### config.mk
export PLATFORM = sky130hd
export DESIGN_NAME = pabt_top
export DESIGN_NICKNAME = d
export VERILOG_FILES = /design/src/rtl/pabt_pkg.sv /design/src/rtl/pabt_fifo.sv /design/src/rtl/pabt_tracker.sv /design/src/rtl/pabt_top.sv
export SDC_FILE = /design/constraint.sdc
export NUM_CORES = 1
export LEC_CHECK = 0
export ABC_AREA = 1
export ABC_CLOCK_PERIOD_IN_PS = 4900
export BUFFER_PORTS_ARGS = -buffer_cell sky130_fd_sc_hd__buf_2
export CAP_MARGIN = 25
export CELL_PAD_IN_SITES_DETAIL_PLACEMENT = 1
export CELL_PAD_IN_SITES_GLOBAL_PLACEMENT = 2
export CORE_MARGIN = 8
export CORE_UTILIZATION = 44
export CTS_BUF_LIST = sky130_fd_sc_hd__clkbuf_2
export CTS_CLUSTER_DIAMETER = 120
export CTS_CLUSTER_SIZE = 40
export DETAILED_ROUTE_END_ITERATION = 10
export PLACE_DENSITY_LB_ADDON = 0.1
export SLEW_MARGIN = 20
export SYNTH_ARGS = -nofsm -noshare
export SYNTH_HDL_FRONTEND = slang
export SYNTH_SLANG_ARGS = --single-unit
### constraint.sdc
create_clock -name clk -period 4.9 [get_ports clk]
set_clock_uncertainty 0.1 [all_clocks]
set_input_delay 0.245 -clock clk [delete_from_list [all_inputs] [get_ports clk]]
set_output_delay 0.245 -clock clk [all_outputs]
set_load 0.02 [all_outputs]
### src/rtl/pabt_pkg.sv
`default_nettype none
package pabt_pkg;
  // ----------------------------------------------------------------
  // host port map
  // ----------------------------------------------------------------
  localparam logic [1:0] ADDR_STATUS = 2'h2;
  localparam logic [1:0] ADDR_DATA = 2'h3;
  localparam logic [7:0] IDLE_READ = 8'h80;
  localparam logic [7:0] RDATA_RST = 8'h00;
  localparam logic [7:0] UNMAPPED_READ = 8'h00;
  // status bit positions
  localparam int ST_CAP_HALF = 7;
  localparam int ST_CAP_SIDE = 6;
  localparam int ST_CAP_RDY = 5;
  localparam int ST_SER = 4;
  localparam int ST_PB_HALF = 3;
  localparam int ST_PB_SIDE = 2;
  localparam int ST_PB_RDY = 1;
  localparam int ST_INT = 0;
  // ----------------------------------------------------------------
  // sample path
  // ----------------------------------------------------------------
  localparam int SAMPLE_W = 32;
  localparam int FIFO_DEPTH = 8;
  localparam logic [1:0] IDX_RST = 2'h0;
  localparam logic [SAMPLE_W-1:0] SAMPLE_RST = 32'h0000_0000;

  typedef struct packed {
    logic adpcm;
    logic wide;
    logic stereo;
  } pabt_fmt_t;

  typedef struct packed {
    logic rd;
    logic wr;
    logic [1:0] addr;
    logic [7:0] wdata;
  } pabt_req_t;
endpackage
`default_nettype wire

### src/rtl/pabt_fifo.sv
`timescale 1ns/1ps
`default_nettype none
module pabt_fifo #(
  parameter int WIDTH = 32,
  parameter int DEPTH = 8
) (
  input wire logic clk, // clock
  input wire logic sys_rst, // async reset, high
  input wire logic ce, // clock enable
  input wire logic in_valid, // write request
  output logic in_ready, // not full
  input wire logic [WIDTH-1:0] in_data, // write data
  output logic out_valid, // not empty
  input wire logic out_ready, // read accept
  output logic [WIDTH-1:0] out_data // head word
);
  localparam int AW = $clog2(DEPTH);
  logic [WIDTH-1:0] mem_q [DEPTH];
  logic [AW-1:0] wp_q, wp_d, rp_q, rp_d;
  logic [AW:0] cnt_q, cnt_d;
  logic push, pop;

  assign in_ready = (cnt_q != (AW+1)'(DEPTH));
  assign out_valid = (cnt_q != '0);
  assign out_data = mem_q[rp_q];
  assign push = in_valid & in_ready;
  assign pop = out_valid & out_ready;

  always_comb begin
    wp_d = push ? wp_q + 1'b1 : wp_q;
    rp_d = pop ? rp_q + 1'b1 : rp_q;
    cnt_d = cnt_q + (AW+1)'(push) - (AW+1)'(pop);
  end

  always_ff @(posedge clk or posedge sys_rst) begin
    if (sys_rst) begin
      wp_q <= '0;
      rp_q <= '0;
      cnt_q <= '0;
    end else if (ce) begin
      wp_q <= wp_d;
      rp_q <= rp_d;
      cnt_q <= cnt_d;
    end
  end

  // storage needs no reset; only written words are ever read
  always_ff @(posedge clk) begin
    if (ce && push) begin
      mem_q[wp_q] <= in_data;
    end
  end
endmodule // pabt_fifo
`default_nettype wire

### src/rtl/pabt_tracker.sv
`timescale 1ns/1ps
`default_nettype none
module pabt_tracker (
  input wire logic clk, // clock
  input wire logic sys_rst, // async reset, high
  input wire logic ce, // clock enable
  input wire pabt_pkg::pabt_fmt_t fmt, // sample format
  input wire logic adv, // step to next byte
  input wire logic restart, // back to first byte
  output logic [1:0] idx, // byte position
  output logic last, // on last byte of sample
  output logic half, // upper or 8-bit byte
  output logic side // left, mono or first pair
);
  logic [1:0] idx_q, idx_d;
  logic [1:0] last_idx;

  always_comb begin
    if (fmt.adpcm || (fmt.wide && fmt.stereo)) begin
      last_idx = 2'h3;
    end else if (fmt.wide || fmt.stereo) begin
      last_idx = 2'h1;
    end else begin
      last_idx = 2'h0;
    end
    if (fmt.adpcm || fmt.wide) begin
      half = idx_q[0];
      side = ~(idx_q[1] & (fmt.adpcm | fmt.stereo));
    end else begin
      half = 1'b1;
      side = ~(idx_q[0] & fmt.stereo);
    end
    idx_d = idx_q;
    if (restart) begin
      idx_d = pabt_pkg::IDX_RST;
    end else if (adv && idx_q != last_idx) begin
      idx_d = idx_q + 2'h1;
    end
  end

  assign idx = idx_q;
  assign last = (idx_q == last_idx);

  always_ff @(posedge clk or posedge sys_rst) begin
    if (sys_rst) begin
      idx_q <= pabt_pkg::IDX_RST;
    end else if (ce) begin
      idx_q <= idx_d;
    end
  end
endmodule // pabt_tracker
`default_nettype wire

### src/rtl/pabt_top.sv
`timescale 1ns/1ps
`default_nettype none
// How it works
// playback half bit: lower/1st/3rd reads 0
// late sample sets the error bit
// capture overrun or playback underrun sets error
// capture ready is 1 only for fresh data
// capture side bit: right/3-4 is 0
// adpcm side bit splits byte pairs
// capture half bit: lower/1st/3rd reads 0
// both ready bits are active high
// data writes play, data reads capture
// idle: data writes ignored, reads 80h
// data read steps capture byte tracker
// status shows next capture byte position
// capture tracker holds on last byte
// status read plus new sample restarts capture
// data write steps playback byte tracker
// writes after full sample are dropped
// playback restarts after status read and push
// playback ready low while sample is pending
module pabt_top (
  input wire logic clk, // 40 MHz clock
  input wire logic sys_rst, // async reset, high
  input wire logic ce, // clock enable
  input wire pabt_pkg::pabt_req_t host_req, // host strobes, address, data
  output logic [7:0] host_rdata, // read data, registered
  input wire pabt_pkg::pabt_fmt_t fmt_play, // playback format
  input wire pabt_pkg::pabt_fmt_t fmt_cap, // capture format
  input wire logic dev_idle, // initializing or powered down
  input wire logic play_en, // playback enabled
  input wire logic cap_en, // capture enabled
  output logic pb_smp_valid, // playback sample available
  input wire logic pb_smp_ready, // converter takes a sample
  output logic [31:0] pb_smp_data, // playback sample
  input wire logic cap_smp_valid, // converter offers a sample
  output logic cap_smp_ready, // capture fifo has room
  input wire logic [31:0] cap_smp_data // captured sample
);
  typedef enum logic [1:0] {PB_FILL, PB_PUSH, PB_WAIT} pabt_pb_st_t;
  typedef enum logic [1:0] {CAP_EMPTY, CAP_FRESH, CAP_STALE} pabt_cap_st_t;

  // ----------------------------------------------------------------
  // host access decode
  // ----------------------------------------------------------------
  logic rd_stat, wr_stat, rd_data, wr_data;
  assign rd_stat = ce & host_req.rd & (host_req.addr == pabt_pkg::ADDR_STATUS);
  assign wr_stat = ce & host_req.wr & (host_req.addr == pabt_pkg::ADDR_STATUS);
  // shared data address
  assign rd_data = ce & host_req.rd & (host_req.addr == pabt_pkg::ADDR_DATA) & ~dev_idle;
  // idle drops data writes
  assign wr_data = ce & host_req.wr & (host_req.addr == pabt_pkg::ADDR_DATA) & ~dev_idle;

  // ----------------------------------------------------------------
  // playback byte assembly
  // ----------------------------------------------------------------
  pabt_pb_st_t pb_st_q, pb_st_d;
  logic [31:0] pb_buf_q, pb_buf_d;
  logic pb_seen_q, pb_seen_d;
  logic pb_adv, pb_restart, pb_last, pb_half, pb_side, pb_in_ready;
  logic [1:0] pb_idx;

  pabt_tracker u_pb_trk (
    .clk(clk),
    .sys_rst(sys_rst),
    .ce(ce),
    .fmt(fmt_play),
    .adv(pb_adv),
    .restart(pb_restart),
    .idx(pb_idx),
    .last(pb_last),
    .half(pb_half),
    .side(pb_side)
  );

  always_comb begin
    pb_st_d = pb_st_q;
    pb_buf_d = pb_buf_q;
    pb_seen_d = pb_seen_q;
    pb_adv = 1'b0;
    pb_restart = 1'b0;
    case (pb_st_q)
      PB_FILL: begin
        // write steps tracker
        if (wr_data) begin
          pb_buf_d[{pb_idx, 3'b000} +: 8] = host_req.wdata;
          if (pb_last) begin
            pb_st_d = PB_PUSH;
          end else begin
            pb_adv = 1'b1;
          end
        end
      end
      // no byte lands outside fill
      PB_PUSH: begin
        if (pb_in_ready) begin
          pb_st_d = PB_WAIT;
        end
      end
      // restart after push and status read
      PB_WAIT: begin
        if (pb_seen_q) begin
          pb_st_d = PB_FILL;
          pb_restart = 1'b1;
          pb_seen_d = 1'b0;
        end
      end
      default: begin
        pb_st_d = PB_FILL;
      end
    endcase
    // a status read counts only while the next state is push or wait
    if (rd_stat && pb_st_d != PB_FILL) begin
      pb_seen_d = 1'b1;
    end
  end

  always_ff @(posedge clk or posedge sys_rst) begin
    if (sys_rst) begin
      pb_st_q <= PB_FILL;
      pb_buf_q <= pabt_pkg::SAMPLE_RST;
      pb_seen_q <= 1'b0;
    end else if (ce) begin
      pb_st_q <= pb_st_d;
      pb_buf_q <= pb_buf_d;
      pb_seen_q <= pb_seen_d;
    end
  end

  pabt_fifo #(.WIDTH(pabt_pkg::SAMPLE_W), .DEPTH(pabt_pkg::FIFO_DEPTH)) u_pb_fifo (
    .clk(clk),
    .sys_rst(sys_rst),
    .ce(ce),
    .in_valid(pb_st_q == PB_PUSH),
    .in_ready(pb_in_ready),
    .in_data(pb_buf_q),
    .out_valid(pb_smp_valid),
    .out_ready(pb_smp_ready),
    .out_data(pb_smp_data)
  );

  // ----------------------------------------------------------------
  // capture byte delivery
  // ----------------------------------------------------------------
  pabt_cap_st_t cap_st_q, cap_st_d;
  logic [31:0] cap_smp_q, cap_smp_d, cap_head;
  logic cap_seen_q, cap_seen_d;
  logic cap_adv, cap_load, cap_last, cap_half, cap_side, cap_head_valid;
  logic [1:0] cap_idx;

  pabt_fifo #(.WIDTH(pabt_pkg::SAMPLE_W), .DEPTH(pabt_pkg::FIFO_DEPTH)) u_cap_fifo (
    .clk(clk),
    .sys_rst(sys_rst),
    .ce(ce),
    .in_valid(cap_smp_valid),
    .in_ready(cap_smp_ready),
    .in_data(cap_smp_data),
    .out_valid(cap_head_valid),
    .out_ready(cap_load),
    .out_data(cap_head)
  );

  pabt_tracker u_cap_trk (
    .clk(clk),
    .sys_rst(sys_rst),
    .ce(ce),
    .fmt(fmt_cap),
    .adv(cap_adv),
    .restart(cap_load),
    .idx(cap_idx),
    .last(cap_last),
    .half(cap_half),
    .side(cap_side)
  );

  always_comb begin
    cap_st_d = cap_st_q;
    cap_smp_d = cap_smp_q;
    cap_seen_d = cap_seen_q;
    cap_adv = 1'b0;
    cap_load = 1'b0;
    case (cap_st_q)
      CAP_EMPTY: begin
        cap_load = cap_head_valid;
      end
      // read steps tracker
      CAP_FRESH: begin
        if (rd_data) begin
          if (cap_last) begin
            cap_st_d = CAP_STALE;
          end else begin
            cap_adv = 1'b1;
          end
        end
      end
      // hold on last byte
      CAP_STALE: begin
        if (rd_stat) begin
          cap_seen_d = 1'b1;
        end
        // next sample after status read
        cap_load = cap_seen_q & cap_head_valid;
      end
      default: begin
        cap_st_d = CAP_EMPTY;
      end
    endcase
    if (cap_load) begin
      cap_st_d = CAP_FRESH;
      cap_smp_d = cap_head;
      cap_seen_d = 1'b0;
    end
  end

  always_ff @(posedge clk or posedge sys_rst) begin
    if (sys_rst) begin
      cap_st_q <= CAP_EMPTY;
      cap_smp_q <= pabt_pkg::SAMPLE_RST;
      cap_seen_q <= 1'b0;
    end else if (ce) begin
      cap_st_q <= cap_st_d;
      cap_smp_q <= cap_smp_d;
      cap_seen_q <= cap_seen_d;
    end
  end

  // ----------------------------------------------------------------
  // sample error and status
  // ----------------------------------------------------------------
  logic ser_q, ser_d, underrun, overrun;
  logic pb_rdy, cap_rdy;
  logic [7:0] status;
  // either path may set it
  assign underrun = play_en & pb_smp_ready & ~pb_smp_valid;
  assign overrun = cap_en & cap_smp_valid & ~cap_smp_ready;

  always_comb begin
    ser_d = ser_q;
    if (wr_stat) begin
      ser_d = 1'b0;
    end
    // set wins over clear
    if (ce && (underrun || overrun)) begin
      ser_d = 1'b1;
    end
  end

  always_ff @(posedge clk or posedge sys_rst) begin
    if (sys_rst) begin
      ser_q <= 1'b0;
    end else if (ce) begin
      ser_q <= ser_d;
    end
  end

  // active-high ready bits
  assign cap_rdy = (cap_st_q == CAP_FRESH);
  // low until tracker is back at fill
  assign pb_rdy = (pb_st_q == PB_FILL);

  always_comb begin
    status = '0;
    // capture position
    status[pabt_pkg::ST_CAP_HALF] = cap_half;
    status[pabt_pkg::ST_CAP_SIDE] = cap_side;
    // fresh or stale
    status[pabt_pkg::ST_CAP_RDY] = cap_rdy;
    status[pabt_pkg::ST_SER] = ser_q;
    // playback position
    status[pabt_pkg::ST_PB_HALF] = pb_half;
    status[pabt_pkg::ST_PB_SIDE] = pb_side;
    status[pabt_pkg::ST_PB_RDY] = pb_rdy;
  end

  // ----------------------------------------------------------------
  // read data
  // ----------------------------------------------------------------
  logic [7:0] rdata_q, rdata_d;
  always_comb begin
    rdata_d = rdata_q;
    if (ce && host_req.rd) begin
      case (host_req.addr)
        pabt_pkg::ADDR_STATUS: rdata_d = status;
        // fixed pattern while idle
        pabt_pkg::ADDR_DATA: begin
          rdata_d = dev_idle ? pabt_pkg::IDLE_READ : cap_smp_q[{cap_idx, 3'b000} +: 8];
        end
        default: rdata_d = pabt_pkg::UNMAPPED_READ;
      endcase
    end
  end

  always_ff @(posedge clk or posedge sys_rst) begin
    if (sys_rst) begin
      rdata_q <= pabt_pkg::RDATA_RST;
    end else begin
      rdata_q <= rdata_d;
    end
  end
  assign host_rdata = rdata_q;
endmodule // pabt_top
`default_nettype wire

== After elaboration in Yosys (flattened, before gate mapping) ==
Memory sizes are Yosys's and may differ from the RTL's. A register that Yosys moved wholly into a read port is not among the register bits.
Cells that the tools add are included.
Widths: inputs -> output; s select.
Storage, ports and cells
  output and inout bits: 42
  bits in writable memories: 512
  memories kept: 2
  latch bits: 0
  input port bits: 58
  register bits: 71
  memory bits (read-only): 0
Cells by class
  bitwise gates (word level): 30
  add/subtract/negate cells: 11
  reductions and logical operators: 40
  $mul: 0
  multiplexer cells: 44
  order comparisons: 0
  eq/ne operators: 15
  shift operators: 3
  div/mod/pow operators: 0
Memories
  u_cap_fifo.mem_q: words 8, width 32, read ports 1, clocked after memory_dff 1, wr ports 1, line pabt_fifo.sv:18  | logic [WIDTH-1:0] mem_q [DEPTH];
  u_pb_fifo.mem_q: words 8, width 32, read ports 1, clocked after memory_dff 0, wr ports 1, line pabt_fifo.sv:18
Operators by type and width (count)
  $bwmux 32: 1
  $shift 8x7->32 const A: 1
  $shiftx 32x6->8: 1
  $shiftx 8x7->32: 1
  $mux 2: 13
  $mux 1: 25
  $and 1x1->1: 21
  $reduce_and 2->1: 9
  $pmux 8 s2: 1
  $reduce_bool 2->1: 7
  $add 3x1->3 const B: 4
  $logic_and 1x1->1: 9
  $add 4x1->4: 2
  $eq 2x2->1 const B: 4
  $mux 8: 1
  $ne 4x4->1 const B: 2
  $reduce_bool 4->1: 2
  $sub 4x1->4: 2
  $logic_or 1x1->1: 7
  $neg 5->7: 1
  $not 1->1: 7
  $ne 3x2->1 const B: 2
  $pmux 2 s3: 1
  $reduce_and 3->1: 2
  11 further kinds: 17

== Longest topological paths before layout ==
Gate-level depths: netlist (run 1).
  word-level depth: 11
  gate-level depth with buffers: 12

== Modules after synthesis ==
Synthesis (run 1) repeated with hierarchy kept, for this count alone.
Second synthesis, totals
  cells, all modules: 2921
  area, all modules: 27515.1 µm²
By module, submodules not included
  pabt_fifo (u_pb_fifo): sequential area each 7937.6 µm², instances 1, area an instance 11677.4 µm², cells an instance 1189
  pabt_fifo (u_cap_fifo): sequential area each 7937.6 µm², instances 1, area an instance 11608.6 µm², cells an instance 1163
  pabt_top: sequential area each 1976.9 µm², instances 1, area an instance 3833.7 µm², cells an instance 503
  pabt_tracker: sequential area each 50.0 µm², instances 2, area an instance 197.7 µm², cells an instance 33

== Worst setup path after synthesis (run 1) ==
No wires, ideal clock.
  path type: flip-flop to flip-flop
  start point: reg u_pb_fifo.cnt_q[2]
  end point: mem u_pb_fifo.mem_q[4][0], enable pin
  setup time: 461 ps
  arrival time: 3317 ps
  setup slack: 1021 ps
  buffers on the path: 0
  clock period less this slack: 3879 ps
  cell stages (with the launch flop): 8
  cells stage by stage: dfrtp_1 inv_1 ha_1 nand2_1 nand3_1 nor2_1 nand2_1 nor3_1
Between the ends
  word-level cells in the longest chain between the ends: 5
Ends and longest elaborated chain
  start, declared: line pabt_fifo.sv:20  | logic [AW:0] cnt_q, cnt_d;
  start signal, assigned: line pabt_fifo.sv:43  | cnt_q <= cnt_d;
  $ne 4x4->1: line pabt_fifo.sv:23  | assign in_ready = (cnt_q != (AW+1)'(DEPTH));
  $and 1x1->1: line pabt_fifo.sv:26  | assign push = in_valid & in_ready;
  $logic_and 1x1->1: line pabt_fifo.sv:49  | if (ce && push) begin
  $mux 1: line pabt_fifo.sv:49
  $mux 1 (implied by the code): line pabt_fifo.sv:50  | mem_q[wp_q] <= in_data;
  end, declared: line pabt_fifo.sv:18
Every way passes these cells.

== Worst setup path in the final report (run 1) ==
  start point: reg u_pb_fifo.rp_q[0]
  end point: out pb_smp_data[10]
Between the ends
  word-level cells in the longest chain between the ends: 1
Ends and longest elaborated chain
  start, declared: line pabt_fifo.sv:19  | logic [AW-1:0] wp_q, wp_d, rp_q, rp_d;
  start signal, assigned: line pabt_fifo.sv:42  | rp_q <= rp_d;
  $mem_v2 8x32
  end, declared: line pabt_top.sv:35  | output logic [31:0] pb_smp_data,
Every way passes these cells.

==> results.txt, run 1 <==
----------------------------------------------------
[Run status]
  Outcome ... finished clean

[Route]
  Average routed wire per standard cell ... 20.5 um
  Total wire length ... 62,800 um
  Number of nets with antenna violations after detailed routing ... 0
  Via count ... 16,200
  First-pass iteration count of the detailed router ... 5
  Post-DR vias/cell ... 5.29
  Post-detailed-route DRC marker count ... 0
  Iteration-0 DRC count of the detailed router ... 909

[Worst setup path]
  CP Launch Point ... u_pb_fifo.rp_q[0]$_DFFE_PP0P_
  Worst R2R Path Depth ... 8
  Worst EP arrival ... 3820 ps
  Slack of the worst reg-to-reg path ... 1740 ps
  Critical path capture point ... pb_smp_data[10]
  R2r endpoint ... host_rdata[6]$_DFFE_PP0P_
  Worst setup path category ... flop to output port
  Critical path launch point type ... flop
  Critical path required time ... 4550 ps
  Element type at the critical path end ... output port
  Worst-path fanout max ... 66
  Crit Reg-Reg Startpoint ... u_cap_trk.idx[0]$_DFFE_PP0P_

[STA]
  Worst Tran Pin Value ... 963 ps
  Tightest slew margin relative to the limit ... 35.7%
  Final setup violation count ... 0
  Final hold violation count ... 0
  Portion of the clock cycle consumed by the worst path in the final layout ... 85.0%
  Max Transition Viols Final ... 0
  Min cycle time layout ... 4160 ps
  Sum Neg Setup Slack ... 0 ps
  Unrepaired setup endpoints after global routing ... no
  Max frequency ... 240 MHz

[Die]
  Count of standard-cell rows ... 87
  Count of pins on the block boundary ... 100
  Die width ... 255 um
  Die boundary height ... 255 um
  Die Footprint ... 0.0652 sq mm
  Core area ... 0.0565 sq mm
  Effective utilization at floorplan ... 44.6%

[Synth]
  Cell count after synthesis ... 2,116
  Post-synth top cells ... sky130_fd_sc_hd__edfxtp_1 (512), sky130_fd_sc_hd__nand2_1 (359), sky130_fd_sc_hd__nor2_1 (230), sky130_fd_sc_hd__inv_1 (176), sky130_fd_sc_hd__o21ai_0 (169)
  Most repeated cell in the gate-level netlist after synthesis ... sky130_fd_sc_hd__edfxtp_1
  Primary FF master, synth ... sky130_fd_sc_hd__edfxtp_1
  Syn Nets ... 2,197
  Part of the Yosys area used for sequential elements ... 71.2%
  Area contributors post-synth ... sky130_fd_sc_hd__edfxtp_1 (61%), sky130_fd_sc_hd__dfrtp_1 (10%), sky130_fd_sc_hd__nand2_1 (5.3%)
  Biggest area consumer among synthesized cells ... sky130_fd_sc_hd__edfxtp_1
  Yosys synthesis warning count ... 0
  Number of enable-type register cells in the synthesized netlist ... 512
  Average size of a mapped cell ... 11.9 sq um
  Share of synthesized flip-flops with an asynchronous set or reset ... 16.7%
  Count of distinct cell types in the synthesized netlist ... 34
  Post-synthesis sequential element count ... 615
  Netlist area before placement ... 0.0252 sq mm
  Proportion of netlist area held by the largest area contributor ... 61.0%

[Clock tree]
  Number of buffers added by the clock tree synthesis step ... 19
  Root buffer cell ... sky130_fd_sc_hd__clkbuf_2
  Clock tree from TritonCTS ... yes
  Clock latency on the worst-skew pair ... 1200 ps
  Setup bufs post-CTS ... 0
  Clock slew seen by the registers of the worst setup and hold paths ... 690 ps
  Clock net sink count ... 615
  H-tree depth ... 1
  Quantity of gates resized following cts ... 0
  CTS max path bufs ... 3

[Pwr]
  Static Leakage ... 10.8 nW
  Power density over the cells ... 478 mW/mm^2
  Maximum resistive drop on vdd ... 0.417 mV
  Overall power ... 13.5 mW

[Finish]
  Final nets ... 2,371
  Share of cells above drive strength 1 ... 8.77%
  Synthesis-to-layout area growth ... 11.9%

[Job]
  Max-cap violation count ... 0

[Min path]
  Hold crit path type ... primary input to flop

[GRT]
  Number of antenna violations at the first check in global routing ... 4
  Total global-route track usage ... 18.8%
  Pin count of the biggest net entering global routing ... 136
  Number of global-route vias before repair ... 17,300
  Total gr overflow ... 0
  Wire length of the first global-routing pass ... 99,000 um

[Place]
  Dpl hpwl ... 39,700 um
  Global placer's final weighted congestion ... 0.742
  Port Buffers ... 99

----------------------------------------------------
==> flip-flops by register name, indices dropped and copies added, names as in the netlist <==
| signal | cells |
|---|---|
| pb_buf_q | 32 |
| pb_seen_q | 1 |
| cap_st_q | 2 |
| host_rdata | 8 |
| u_pb_fifo.wp_q | 3 |
| u_pb_fifo.mem_q | 256 |
| u_pb_trk.idx | 2 |
| u_pb_fifo.cnt_q | 4 |
| ser_q | 1 |
| u_cap_fifo.cnt_q | 4 |
| cap_smp_q | 32 |
| u_cap_fifo.wp_q | 3 |
| u_cap_fifo.mem_q | 256 |
| u_pb_fifo.rp_q | 3 |
| pb_st_q | 2 |
| cap_seen_q | 1 |
| u_cap_trk.idx | 2 |
| u_cap_fifo.rp_q | 3 |
==> through the flow <==
step,instance area (sq um),utilization (%),hold WS [ps],worst slack (ps),std cells
CTS,28200,49.8,38.3,453,3056
global placement,26400,46.7,360,1950,2878
detailed placement,26600,47.0,366,1910,2885
finish,28200,49.9,295,736,3063
global route,28200,49.9,226,304,3059
floorplan,25200,-,244,1020,2116
==> cell type report <==
cell class | count | area [sq um]
Fill cell | 5914 | 28300
Antenna cell | 5 | 12.5
Timing Repair Buffer | 272 | 2310
Multi-Input combinational cell | 1199 | 6070
Clock inverter | 3 | 50.0
Clock buffer | 30 | 150
Inverter | 183 | 692
Tap cell | 756 | 946
Sequential cell | 615 | 18000
==> how the worst min path moves through the flow <==
stage / slack [ps] / start / end / depth (start not counted)
finish: 300 / dev_idle / host_rdata[5]$_DFFE_PP0P_ / 6
detailed placement: 370 / cap_smp_q[12]$_DFFE_PP0P_ / cap_smp_q[12]$_DFFE_PP0P_ / 2
global placement: 360 / host_rdata[6]$_DFFE_PP0P_ / host_rdata[6]$_DFFE_PP0P_ / 2
CTS: 40 / sys_rst / u_pb_fifo.cnt_q[3]$_DFFE_PP0P_ / 4
floorplan: 240 / cap_smp_data[0] / u_cap_fifo.mem_q[0][0]$_DFFE_PP_ / 0
global route: 230 / dev_idle / host_rdata[5]$_DFFE_PP0P_ / 6
==> where the power goes <==
| group | internal [mW] | total (mW) | switching [mW] |
|---|---|---|---|
| Combinational | 1.65 | 4.94 | 3.29 |
| Clock | 0.202 | 1.64 | 1.44 |
| Sequential | 6.19 | 6.89 | 0.705 |
==> per-layer routing <==
layer	wire, um	part of all wire (%)	GRT usage [%]	vias up
li1	-	-	-	7746
met1	26800	43	23.2	8196
met2	32800	52	34.5	170
met3	1480	2.3	1.90	82
met4	1750	2.8	5.47	8
met5	49	0.078	0	-
==> worst max-delay path, stage by stage (launching register included) <==
cell and delay [ps]:
sky130_fd_sc_hd__dfrtp_4 880, sky130_fd_sc_hd__inv_4 630, sky130_fd_sc_hd__buf_12 360, sky130_fd_sc_hd__nor2_1 70
sky130_fd_sc_hd__o32ai_1 280, sky130_fd_sc_hd__nand2_1 110, sky130_fd_sc_hd__nand2_1 70, sky130_fd_sc_hd__buf_2 150
==> cell families (layout without fill, tap and decap cells) <==
kind of cell / after synthesis / in the layout / synth area share [%]
multiplexers: 1 / 1 / 0.0447
other: 0 / 5 / 0
adder cells (fa/ha/maj): 23 / 23 / 1.20
AND/OR/NAND/NOR: 750 / 750 / 12.1
flip-flops: 615 / 615 / 71.2
buffers and inverters: 302 / 488 / 5.16
XOR/XNOR: 11 / 11 / 0.382
AO/OA/AOI/OAI: 414 / 414 / 9.90
==> cell usage in the layout (no fill, tap or decap), drive strengths merged, types with 2 or more instances in the layout <==
cell	synthesis	final
a21oi	71	71
a22o	2	2
a22oi	3	3
buf	71	133
clkbuf	48	30
clkinv	2	4
dfrtp	103	103
diode	0	5
dlygate4sd3	0	139
edfxtp	512	512
fa	2	2
ha	21	21
inv	181	181
nand2	363	363
nand3	146	146
nor2	234	234
nor3	4	4
o211ai	64	64
o21ai	204	204
o22ai	5	5
o32ai	64	64
xor2	11	11
==> what timing repair did <==
item / in CTS / in global routing
hold buffers: 138 / 1
setup endpoints to repair: 0 / 0
hold endpoints to repair: 568 / 25
Power figures use the tool's default switching activity.
==> inputs of run 2 (changes only) <==
--- a/config.mk
+++ b/config.mk
@@ -5,14 +5,14 @@
 export SDC_FILE = /design/constraint.sdc
 export NUM_CORES = 1
 export LEC_CHECK = 0
-export ABC_AREA = 1
-export ABC_CLOCK_PERIOD_IN_PS = 4900
+export ABC_AREA = 0
+export ABC_CLOCK_PERIOD_IN_PS = 3900
 export BUFFER_PORTS_ARGS = -buffer_cell sky130_fd_sc_hd__buf_2
 export CAP_MARGIN = 25
 export CELL_PAD_IN_SITES_DETAIL_PLACEMENT = 1
 export CELL_PAD_IN_SITES_GLOBAL_PLACEMENT = 2
 export CORE_MARGIN = 8
-export CORE_UTILIZATION = 44
+export CORE_UTILIZATION = 50
 export CTS_BUF_LIST = sky130_fd_sc_hd__clkbuf_2
 export CTS_CLUSTER_DIAMETER = 120
 export CTS_CLUSTER_SIZE = 40
==> constraint.sdc (replaced) <==
create_clock -name clk -period 3.9 [get_ports clk]
set_clock_uncertainty 0.1 [all_clocks]
set_input_delay 0.195 -clock clk [delete_from_list [all_inputs] [get_ports clk]]
set_output_delay 0.195 -clock clk [all_outputs]
set_load 0.02 [all_outputs]
==> run 2 against run 1 <==
Net effect: utilization up 7.3 points; sequential share of layout area up 2.1 points; clock-buffer cell count up 1; cell count down 31%; non-clock buffer count up 8; largest cell class unchanged; die area down 15%; sequential power up 23%; combinational power down 3%; via count down 26%; power up 13%; sequential cell count unchanged; global-route usage up 0.21 points; highest routed layer is now met4.
==> results.txt, run 2 <==
----------------------------------------------------
[Run status]
  Outcome ... finished clean (unchanged)

[Die]
  Count of pins on the block boundary ... 100 (unchanged)
  Effective utilization at floorplan ... 50.7% (was 44.6%)
  Die Footprint ... 0.0557 sq mm (was 0.0652 sq mm)
  Die width ... 236 um (was 255 um)
  Count of standard-cell rows ... 80 (was 87)
  Die boundary height ... 236 um (was 255 um)
  Core area ... 0.0477 sq mm (was 0.0565 sq mm)

[Synth]
  Number of enable-type register cells in the synthesized netlist ... 512 (unchanged)
  Biggest area consumer among synthesized cells ... sky130_fd_sc_hd__edfxtp_1 (unchanged)
  Primary FF master, synth ... sky130_fd_sc_hd__edfxtp_1 (unchanged)
  Post-synth top cells ... sky130_fd_sc_hd__edfxtp_1 (512), sky130_fd_sc_hd__mux4_2 (135), sky130_fd_sc_hd__nand2_1 (105), sky130_fd_sc_hd__dfrtp_1 (103), sky130_fd_sc_hd__o21ai_0 (46) (was sky130_fd_sc_hd__edfxtp_1 (512), sky130_fd_sc_hd__nand2_1 (359), sky130_fd_sc_hd__nor2_1 (230), sky130_fd_sc_hd__inv_1 (176), sky130_fd_sc_hd__o21ai_0 (169))
  Most repeated cell in the gate-level netlist after synthesis ... sky130_fd_sc_hd__edfxtp_1 (unchanged)
  Cell count after synthesis ... 1,257 (was 2,116)
  Post-Synth XOR/XNOR Area ... 0.506% (was 0.382%)
  Dominant combinational cell family by area after synthesis ... multiplexers (was simple AND/OR/NAND/NOR gates)
  Adder-cell share of the synthesized area ... 1.25% (was 1.20%)
  Proportion of netlist area held by the largest area contributor ... 63.5% (was 61.0%)
  Compound-cell area share of the yosys netlist ... 2.83% (was 9.90%)
  Average size of a mapped cell ... 19.3 sq um (was 11.9 sq um)
  Yosys synthesis warning count ... 0 (unchanged)
  Post-synthesis sequential element count ... 615 (unchanged)
  Area contributors post-synth ... sky130_fd_sc_hd__edfxtp_1 (63%), sky130_fd_sc_hd__mux4_2 (13%), sky130_fd_sc_hd__dfrtp_1 (11%) (was sky130_fd_sc_hd__edfxtp_1 (61%), sky130_fd_sc_hd__dfrtp_1 (10%), sky130_fd_sc_hd__nand2_1 (5.3%))
  Part of the Yosys area used for sequential elements ... 74.1% (was 71.2%)
  Share of synthesized flip-flops with an asynchronous set or reset ... 16.7% (unchanged)
  Simple-gate share of the synthesized area ... 3.88% (was 12.1%)
  Netlist area before placement ... 0.0242 sq mm (was 0.0252 sq mm)
  Count of distinct cell types in the synthesized netlist ... 62 (was 34)
  Syn Nets ... 1,338 (was 2,197)
  Portion of netlist area occupied by mux cells ... 15.7% (was 0.0447%)

[Finish]
  Number of standard cells in the layout, taps in and fillers out ... 2,127 (was 3,063)
  Synthesis-to-layout area growth ... 12.7% (was 11.9%)
  Most frequent standard cell in the layout excluding fill and tap cells ... sky130_fd_sc_hd__edfxtp_1 (unchanged)
  Share of cells above drive strength 1 ... 24.8% (was 8.77%)
  Sequential Area ... 0.0180 sq mm (about the same)
  Highest-count cells in the layout ignoring fill and taps ... sky130_fd_sc_hd__edfxtp_1 (512), sky130_fd_sc_hd__dlygate4sd3_1 (138), sky130_fd_sc_hd__mux4_2 (135) (was sky130_fd_sc_hd__edfxtp_1 (512), sky130_fd_sc_hd__nand2_1 (359), sky130_fd_sc_hd__nor2_1 (216))
  Biggest regs ... u_cap_fifo.mem_q: 256 flops, u_pb_fifo.mem_q: 256 flops (unchanged)
  Final nets ... 1,579 (was 2,371)
  Multi-input logic area ... 0.00598 sq mm (was 0.00607 sq mm)
  Final standard cell area without fillers ... 0.0273 sq mm (was 0.0282 sq mm)
  Filler cell count ... 4,218 (was 5,914)

[Place]
  Placed cells ... 1,952 (was 2,885)
  Cell Area, Placed ... 0.0257 sq mm (was 0.0266 sq mm)
  Port Buffers ... 99 (unchanged)
  Global placer's final weighted congestion ... 0.754 (was 0.742)
  Dpl hpwl ... 32,700 um (was 39,700 um)

[STA]
  Final setup violation count ... 0 (unchanged)
  Worst Tran Pin Value ... 788 ps (was 963 ps)
  Min cycle time layout ... 3620 ps
  Tightest slew margin relative to the limit ... 47.1% (was 35.7%)
  Max Transition Viols Final ... 0 (unchanged)
  Unrepaired setup endpoints after global routing ... no (unchanged)
  Portion of the clock cycle consumed by the worst path in the final layout ... 92.7%
  Sum Neg Setup Slack ... 0 ps (unchanged)
  Final hold violation count ... 0 (unchanged)
  Max frequency ... 276 MHz

[Worst setup path]
  Worst setup path category ... flop to output port (unchanged)
  Gate family responsible for the most delay along the worst path ... multiplexers (was buffers and inverters)
  Critical path launch point type ... flop (unchanged)
  Slack of the worst reg-to-reg path ... 400 ps (was 1740 ps)
  Worst EP arrival ... 3320 ps (was 3820 ps)
  Worst-path cell chain ... buf_12 -> mux4_2 -> mux2_2 -> buf_2 (was inv_4 -> buf_12 -> nor2_1 -> o32ai_1 -> nand2_1 -> nand2_1 -> buf_2)
  Worst-path fanout max ... 29 (was 66)
  Buffering stage count on the worst path with inverters included ... 2 (was 3)
  Element type at the critical path end ... output port (unchanged)
  Max stage delay on crit path ... 790 ps (was 880 ps)
  Slowest cell on the critical path ... sky130_fd_sc_hd__dfrtp_4 (unchanged)
  Critical path required time ... 3610 ps (was 4550 ps)

[GRT]
  Total global-route track usage ... 19.0% (was 18.8%)
  Number of global-route vias before repair ... 13,300 (was 17,300)
  Total gr overflow ... 0 (unchanged)
  Pin count of the biggest net entering global routing ... 46 (was 136)
  Number of antenna violations at the first check in global routing ... 1 (was 4)
  Wire length of the first global-routing pass ... 81,700 um (was 99,000 um)

[Route]
  Iteration-0 DRC count of the detailed router ... 881 (was 909)
  Post-detailed-route DRC marker count ... 0 (unchanged)
  Total wire length ... 52,900 um (was 62,800 um)
  Average routed wire per standard cell ... 24.9 um (was 20.5 um)
  Post-DR vias/cell ... 5.65 (was 5.29)
  Number of nets with antenna violations after detailed routing ... 0 (unchanged)
  Via count ... 12,000 (was 16,200)
  First-pass iteration count of the detailed router ... 5 (unchanged)

[Clock tree]
  Clock tree from TritonCTS ... yes (unchanged)
  CTS max path bufs ... 3 (unchanged)
  Number of buffers added by the clock tree synthesis step ... 19 (unchanged)
  Clock net sink count ... 615 (unchanged)
  Clock latency on the worst-skew pair ... 1200 ps (about the same)
  H-tree depth ... 1 (unchanged)
  Clock slew seen by the registers of the worst setup and hold paths ... 670 ps (was 690 ps)
  Root buffer cell ... sky130_fd_sc_hd__clkbuf_2 (unchanged)

[Pwr]
  Maximum resistive drop on vdd ... 0.408 mV (was 0.417 mV)
  Power density over the cells ... 557 mW/mm^2 (was 478 mW/mm^2)
  Static Leakage ... 9.38 nW (was 10.8 nW)

[Min path]
  Hold crit path type ... primary input to flop (unchanged)

[Job]
  Max-cap violation count ... 0 (unchanged)

----------------------------------------------------
==> run 2: cell types whose count changed in the layout (fill, tap and decap cells not counted), sizes merged, moves of 9 or more <==
cell    before  now
nor2       234   44
mux2         1   35
nand3      146   11
inv        181   24
buf        133  142
a21oi       71   30
mux2i        0   33
o32ai       64    1
o21ai      204   55
nand2      363  105
xnor2        0   11
o211ai      64    0
mux4         0  136
==> run 2: worst min-delay path: cells and delay by family <==
family	cells	cell delay (ps)
buffers and inverters	2	700
AO/OA/AOI/OAI	4	590
==> run 2: what timing repair did <==
item                       CTS  global route
setup buffers                1             0
hold buffers               139             0
gates resized for setup      1             0
hold endpoints to repair   608             0
setup endpoints to repair   32             0
==> run 2: power by group <==
part | switching, mW | total [mW] | internal, mW
clock | 1.73 | 1.95 | 0.223
sequential | 0.722 | 8.46 | 7.74
combinational | 2.33 | 4.78 | 2.45
total | 4.78 | 15.2 | 10.4
==> run 2: worst paths after layout <==
kind                                                    start                       endpoint  depth (start not counted)
max in group asynchronous                             sys_rst  u_pb_fifo.rp_q[0]$_DFFE_PP0P_                          6
worst min register to register  u_pb_fifo.wp_q[0]$_DFFE_PP0P_  u_pb_fifo.wp_q[0]$_DFFE_PP0P_                          1
worst max register to register   u_cap_trk.idx[1]$_DFFE_PP0P_        cap_st_q[1]$_DFFE_PP0P_                          6
min in group asynchronous                             sys_rst        pb_buf_q[6]$_DFFE_PP0P_                          5
worst min-delay path                              fmt_play[1]      host_rdata[2]$_DFFE_PP0P_                          6
worst max-delay path            u_pb_fifo.rp_q[0]$_DFFE_PP0P_                 pb_smp_data[1]                          4
==> run 2: cell type report <==
cell class | count | area share, %
Antenna cell | 2 | 0.0183
Clock buffer | 31 | 0.568
Clock inverter | 2 | 0.0962
Inverter | 22 | 0.312
Multi-Input combinational cell | 560 | 21.9
Sequential cell | 615 | 65.8
Tap cell | 615 | 2.82
Timing Repair Buffer | 280 | 8.49
==> run 2: cells by family after synthesis <==
family | after synthesis
flops | 615
mux | 204
simple gates | 204
compound gates | 115
buf+inv | 82
fa+ha+maj | 23
xor+xnor | 14
==> run 2: through the flow <==
| stage | hold slack, ps | util, % | total power, mW | worst slack [ps] |
|---|---|---|---|---|
| floorplan | 194 | - | 11.8 | 699 |
| global placement | 288 | 53.8 | 13.2 | 1190 |
| detailed placement | 291 | 53.8 | 13.3 | 1110 |
| CTS | 6.99 | 57.2 | 15.5 | 98.6 |
| global route | 141 | 57.2 | 16.0 | 5.42 |
| finish | 158 | 57.2 | 15.2 | 283 |
==> run 2: metal layers <==
| layer | part of all wire (%) | GRT usage [%] | wire (um) | vias to the layer above |
|---|---|---|---|---|
| li1 | - | - | - | 5433 |
| met1 | 41 | 24.2 | 21900 | 6383 |
| met2 | 54 | 35.2 | 28500 | 165 |
| met3 | 2.9 | 2.19 | 1510 | 44 |
| met4 | 1.9 | 3.35 | 1010 | 0 |
| met5 | 0 | 0 | 0 | - |
==> inputs of run 3 (changes only) <==
--- a/config.mk
+++ b/config.mk
@@ -12,8 +12,7 @@
 export CELL_PAD_IN_SITES_DETAIL_PLACEMENT = 1
 export CELL_PAD_IN_SITES_GLOBAL_PLACEMENT = 2
 export CORE_MARGIN = 8
-export CORE_UTILIZATION = 50
-export CTS_BUF_LIST = sky130_fd_sc_hd__clkbuf_2
+export CORE_UTILIZATION = 48
 export CTS_CLUSTER_DIAMETER = 120
 export CTS_CLUSTER_SIZE = 40
 export DETAILED_ROUTE_END_ITERATION = 10
==> run 3 against run 2 <==
Net effect: via count shrank 2.2%; combinational power shrank 3%; worst hold slack lost 130 ps; critical path depth is the same; first-iteration DRC count grew 0.34%; clock-buffer cell count is the same; highest routed layer is now met5; clock power grew 45%; global-route usage shrank 1.2 points.
==> results.txt, run 3 (same netlist as run 2, synthesis figures left out) <==
----------------------------------------------------
[Run status]
  Outcome ... finished clean (unchanged)

[Worst setup path]
  Gate family responsible for the most delay along the worst path ... multiplexers (unchanged)
  Buffering stage count on the worst path with inverters included ... 2 (unchanged)
  Slowest cell on the critical path ... sky130_fd_sc_hd__dfrtp_4 (unchanged)
  Worst setup path category ... flop to output port (unchanged)
  Worst-path fanout max ... 22 (was 29)
  Worst EP arrival ... 2710 ps (was 3320 ps)
  Max stage delay on crit path ... 770 ps (was 790 ps)
  Critical path launch point type ... flop (unchanged)
  Element type at the critical path end ... output port (unchanged)
  Critical path required time ... 3610 ps (about the same)
  Worst-path cell chain ... buf_4 -> mux4_2 -> mux2_2 -> buf_2 (was buf_12 -> mux4_2 -> mux2_2 -> buf_2)

[Pwr]
  Relative contribution of combinational cells to total power ... 29.3% (was 31.5%)
  Maximum resistive drop on vdd ... 0.388 mV (was 0.408 mV)
  Share of power burned in registers ... 52.9% (was 55.7%)
  Sw Ratio ... 30.7% (was 31.4%)
  Static Leakage ... 9.06 nW (was 9.38 nW)
  Power density over the cells ... 592 mW/mm^2 (was 557 mW/mm^2)
  Fraction of power consumed by the clock network ... 17.8% (was 12.8%)
  Switching power ... 4.86 mW (was 4.78 mW)
  Internal ... 11.0 mW (was 10.4 mW)

[Die]
  Core area ... 0.0500 sq mm (was 0.0477 sq mm)
  Die Footprint ... 0.0579 sq mm (was 0.0557 sq mm)
  Count of standard-cell rows ... 82 (was 80)
  Die boundary height ... 241 um (was 236 um)
  Effective utilization at floorplan ... 48.5% (was 50.7%)
  Die width ... 241 um (was 236 um)
  Count of pins on the block boundary ... 100 (unchanged)

[Finish]
  Final design utilization ... 53.6% (was 57.2%)
  Share of cells above drive strength 1 ... 25.3% (was 24.8%)
  Most frequent standard cell in the layout excluding fill and tap cells ... sky130_fd_sc_hd__edfxtp_1 (unchanged)
  Highest-count cells in the layout ignoring fill and taps ... sky130_fd_sc_hd__edfxtp_1 (512), sky130_fd_sc_hd__mux4_2 (135), sky130_fd_sc_hd__nand2_1 (105) (was sky130_fd_sc_hd__edfxtp_1 (512), sky130_fd_sc_hd__dlygate4sd3_1 (138), sky130_fd_sc_hd__mux4_2 (135))
  Biggest regs ... u_cap_fifo.mem_q: 256 flops, u_pb_fifo.mem_q: 256 flops (unchanged)
  Ant. Diodes ... 0 (was 2)
  Synthesis-to-layout area growth ... 10.6% (was 12.7%)
  Final nets ... 1,485 (was 1,579)

[Clock tree]
  H-tree depth ... 1 (unchanged)
  CTS max path bufs ... 3 (unchanged)
  Quantity of gates resized following cts ... 0 (was 1)
  Number of buffers added by the clock tree synthesis step ... 19 (unchanged)
  Root buffer cell ... sky130_fd_sc_hd__clkbuf_16 (was sky130_fd_sc_hd__clkbuf_2)
  Clock latency on the worst-skew pair ... 590 ps (was 1200 ps)
  Post-cts hold buffer count ... 49 (was 139)
  Clock tree from TritonCTS ... yes (unchanged)
  Clock slew seen by the registers of the worst setup and hold paths ... 140 ps (was 670 ps)
  Clock net sink count ... 615 (unchanged)
  Setup bufs post-CTS ... 0 (was 1)

[GRT]
  Total global-route track usage ... 17.8% (was 19.0%)
  Total gr overflow ... 0 (unchanged)
  Number of antenna violations at the first check in global routing ... 2 (was 1)
  Pin count of the biggest net entering global routing ... 73 (was 46)
  Wire length of the first global-routing pass ... 78,400 um (was 81,700 um)
  Number of global-route vias before repair ... 12,800 (was 13,300)

[Route]
  Post-DR vias/cell ... 5.63 (was 5.65)
  Iteration-0 DRC count of the detailed router ... 884 (was 881)
  Via count ... 11,800 (was 12,000)
  Average routed wire per standard cell ... 24.3 um (was 24.9 um)
  First-pass iteration count of the detailed router ... 5 (unchanged)
  Number of nets with antenna violations after detailed routing ... 0 (unchanged)
  Post-detailed-route DRC marker count ... 0 (unchanged)
  Total wire length ... 50,900 um (was 52,900 um)

[STA]
  Tightest slew margin relative to the limit ... 32.0% (was 47.1%)
  Final setup violation count ... 0 (unchanged)
  Sum Neg Setup Slack ... 0 ps (unchanged)
  Final hold violation count ... 0 (unchanged)
  Min cycle time layout ... 3000 ps (was 3620 ps)
  Max frequency ... 333 MHz (was 276 MHz)
  Portion of the clock cycle consumed by the worst path in the final layout ... 77.0% (was 92.7%)
  Max Transition Viols Final ... 0 (unchanged)
  Worst Tran Pin Value ... 1020 ps (was 788 ps)
  Unrepaired setup endpoints after global routing ... no (unchanged)

[Place]
  Dpl hpwl ... 31,700 um (was 32,700 um)
  Port Buffers ... 99 (unchanged)
  Global placer's final weighted congestion ... 0.721 (was 0.754)

[Min path]
  Hold crit path type ... primary input to async pin (was primary input to flop)

[Job]
  Max-cap violation count ... 0 (unchanged)

----------------------------------------------------
-- run 3: per-layer routing --
layer | routed length, um | GRT usage, % | up-vias
met4 | 614 | 2.89 | 4
met1 | 21200 | 22.6 | 6333
met3 | 1710 | 2.28 | 37
li1 | - | - | 5238
met5 | 27 | 0 | -
met2 | 27300 | 32.8 | 144
-- run 3: worst paths after layout --
check,from,to,slack [ps],cells past startpoint
setup / recovery,u_pb_fifo.rp_q[0]$_DFFE_PP0P_,pb_smp_data[24],900,4
hold / removal,sys_rst,cap_smp_q[29]$_DFFE_PP0P_,30,3
setup reg to reg,u_pb_fifo.cnt_q[2]$_DFFE_PP0P_,u_pb_fifo.mem_q[6][27]$_DFFE_PP_,1200,7
hold reg to reg,u_pb_fifo.rp_q[2]$_DFFE_PP0P_,u_pb_fifo.rp_q[2]$_DFFE_PP0P_,390,1
max in group asynchronous,sys_rst,cap_smp_q[27]$_DFFE_PP0P_,2790,5
min in group clk,play_en,ser_q$_DFFE_PP0P_,40,4
-- run 3: power groups by stage --
| stage | sequential [mW] | clock [mW] | combinational, mW |
|---|---|---|---|
| after detailed placement | 8.56 | 0 | 4.73 |
| final | 8.39 | 2.82 | 4.65 |
| after global placement | 8.54 | 0 | 4.67 |
| after floorplan | 8.11 | 0 | 3.73 |
| after CTS | 8.42 | 2.92 | 4.79 |
| after global routing | 8.49 | 3.09 | 5.07 |
-- run 3: metrics by stage --
| step | instance area [sq um] | hold slack, ps | setup slack [ps] | power [mW] | instances |
|---|---|---|---|---|---|
| after floorplan | 24200 | 194 | 699 | 11.8 | 1257 |
| after global placement | 25700 | 357 | 1230 | 13.2 | 2003 |
| after detailed placement | 25700 | 368 | 1150 | 13.3 | 2004 |
| after CTS | 26800 | 28.4 | 789 | 16.1 | 2087 |
| after global routing | 26800 | 38.0 | 719 | 16.7 | 2089 |
| final | 26800 | 32.5 | 899 | 15.9 | 2089 |
-- run 3: cell type report --
class                   count  area [sq um]
fillers                  4469         23200
flip-flops and latches    615         18000
multi-input cells         560          5980
repair buffers            186          1360
well taps                 672           841
clock buffers              31           520
inverters                  22          85.1
clock inverters             3          41.3
-- run 3: tightest hold or removal path, cell delays in order --
cell and delay [ps]:
sky130_fd_sc_hd__dlygate4sd3_1 530, sky130_fd_sc_hd__buf_2 150, sky130_fd_sc_hd__inv_4 280
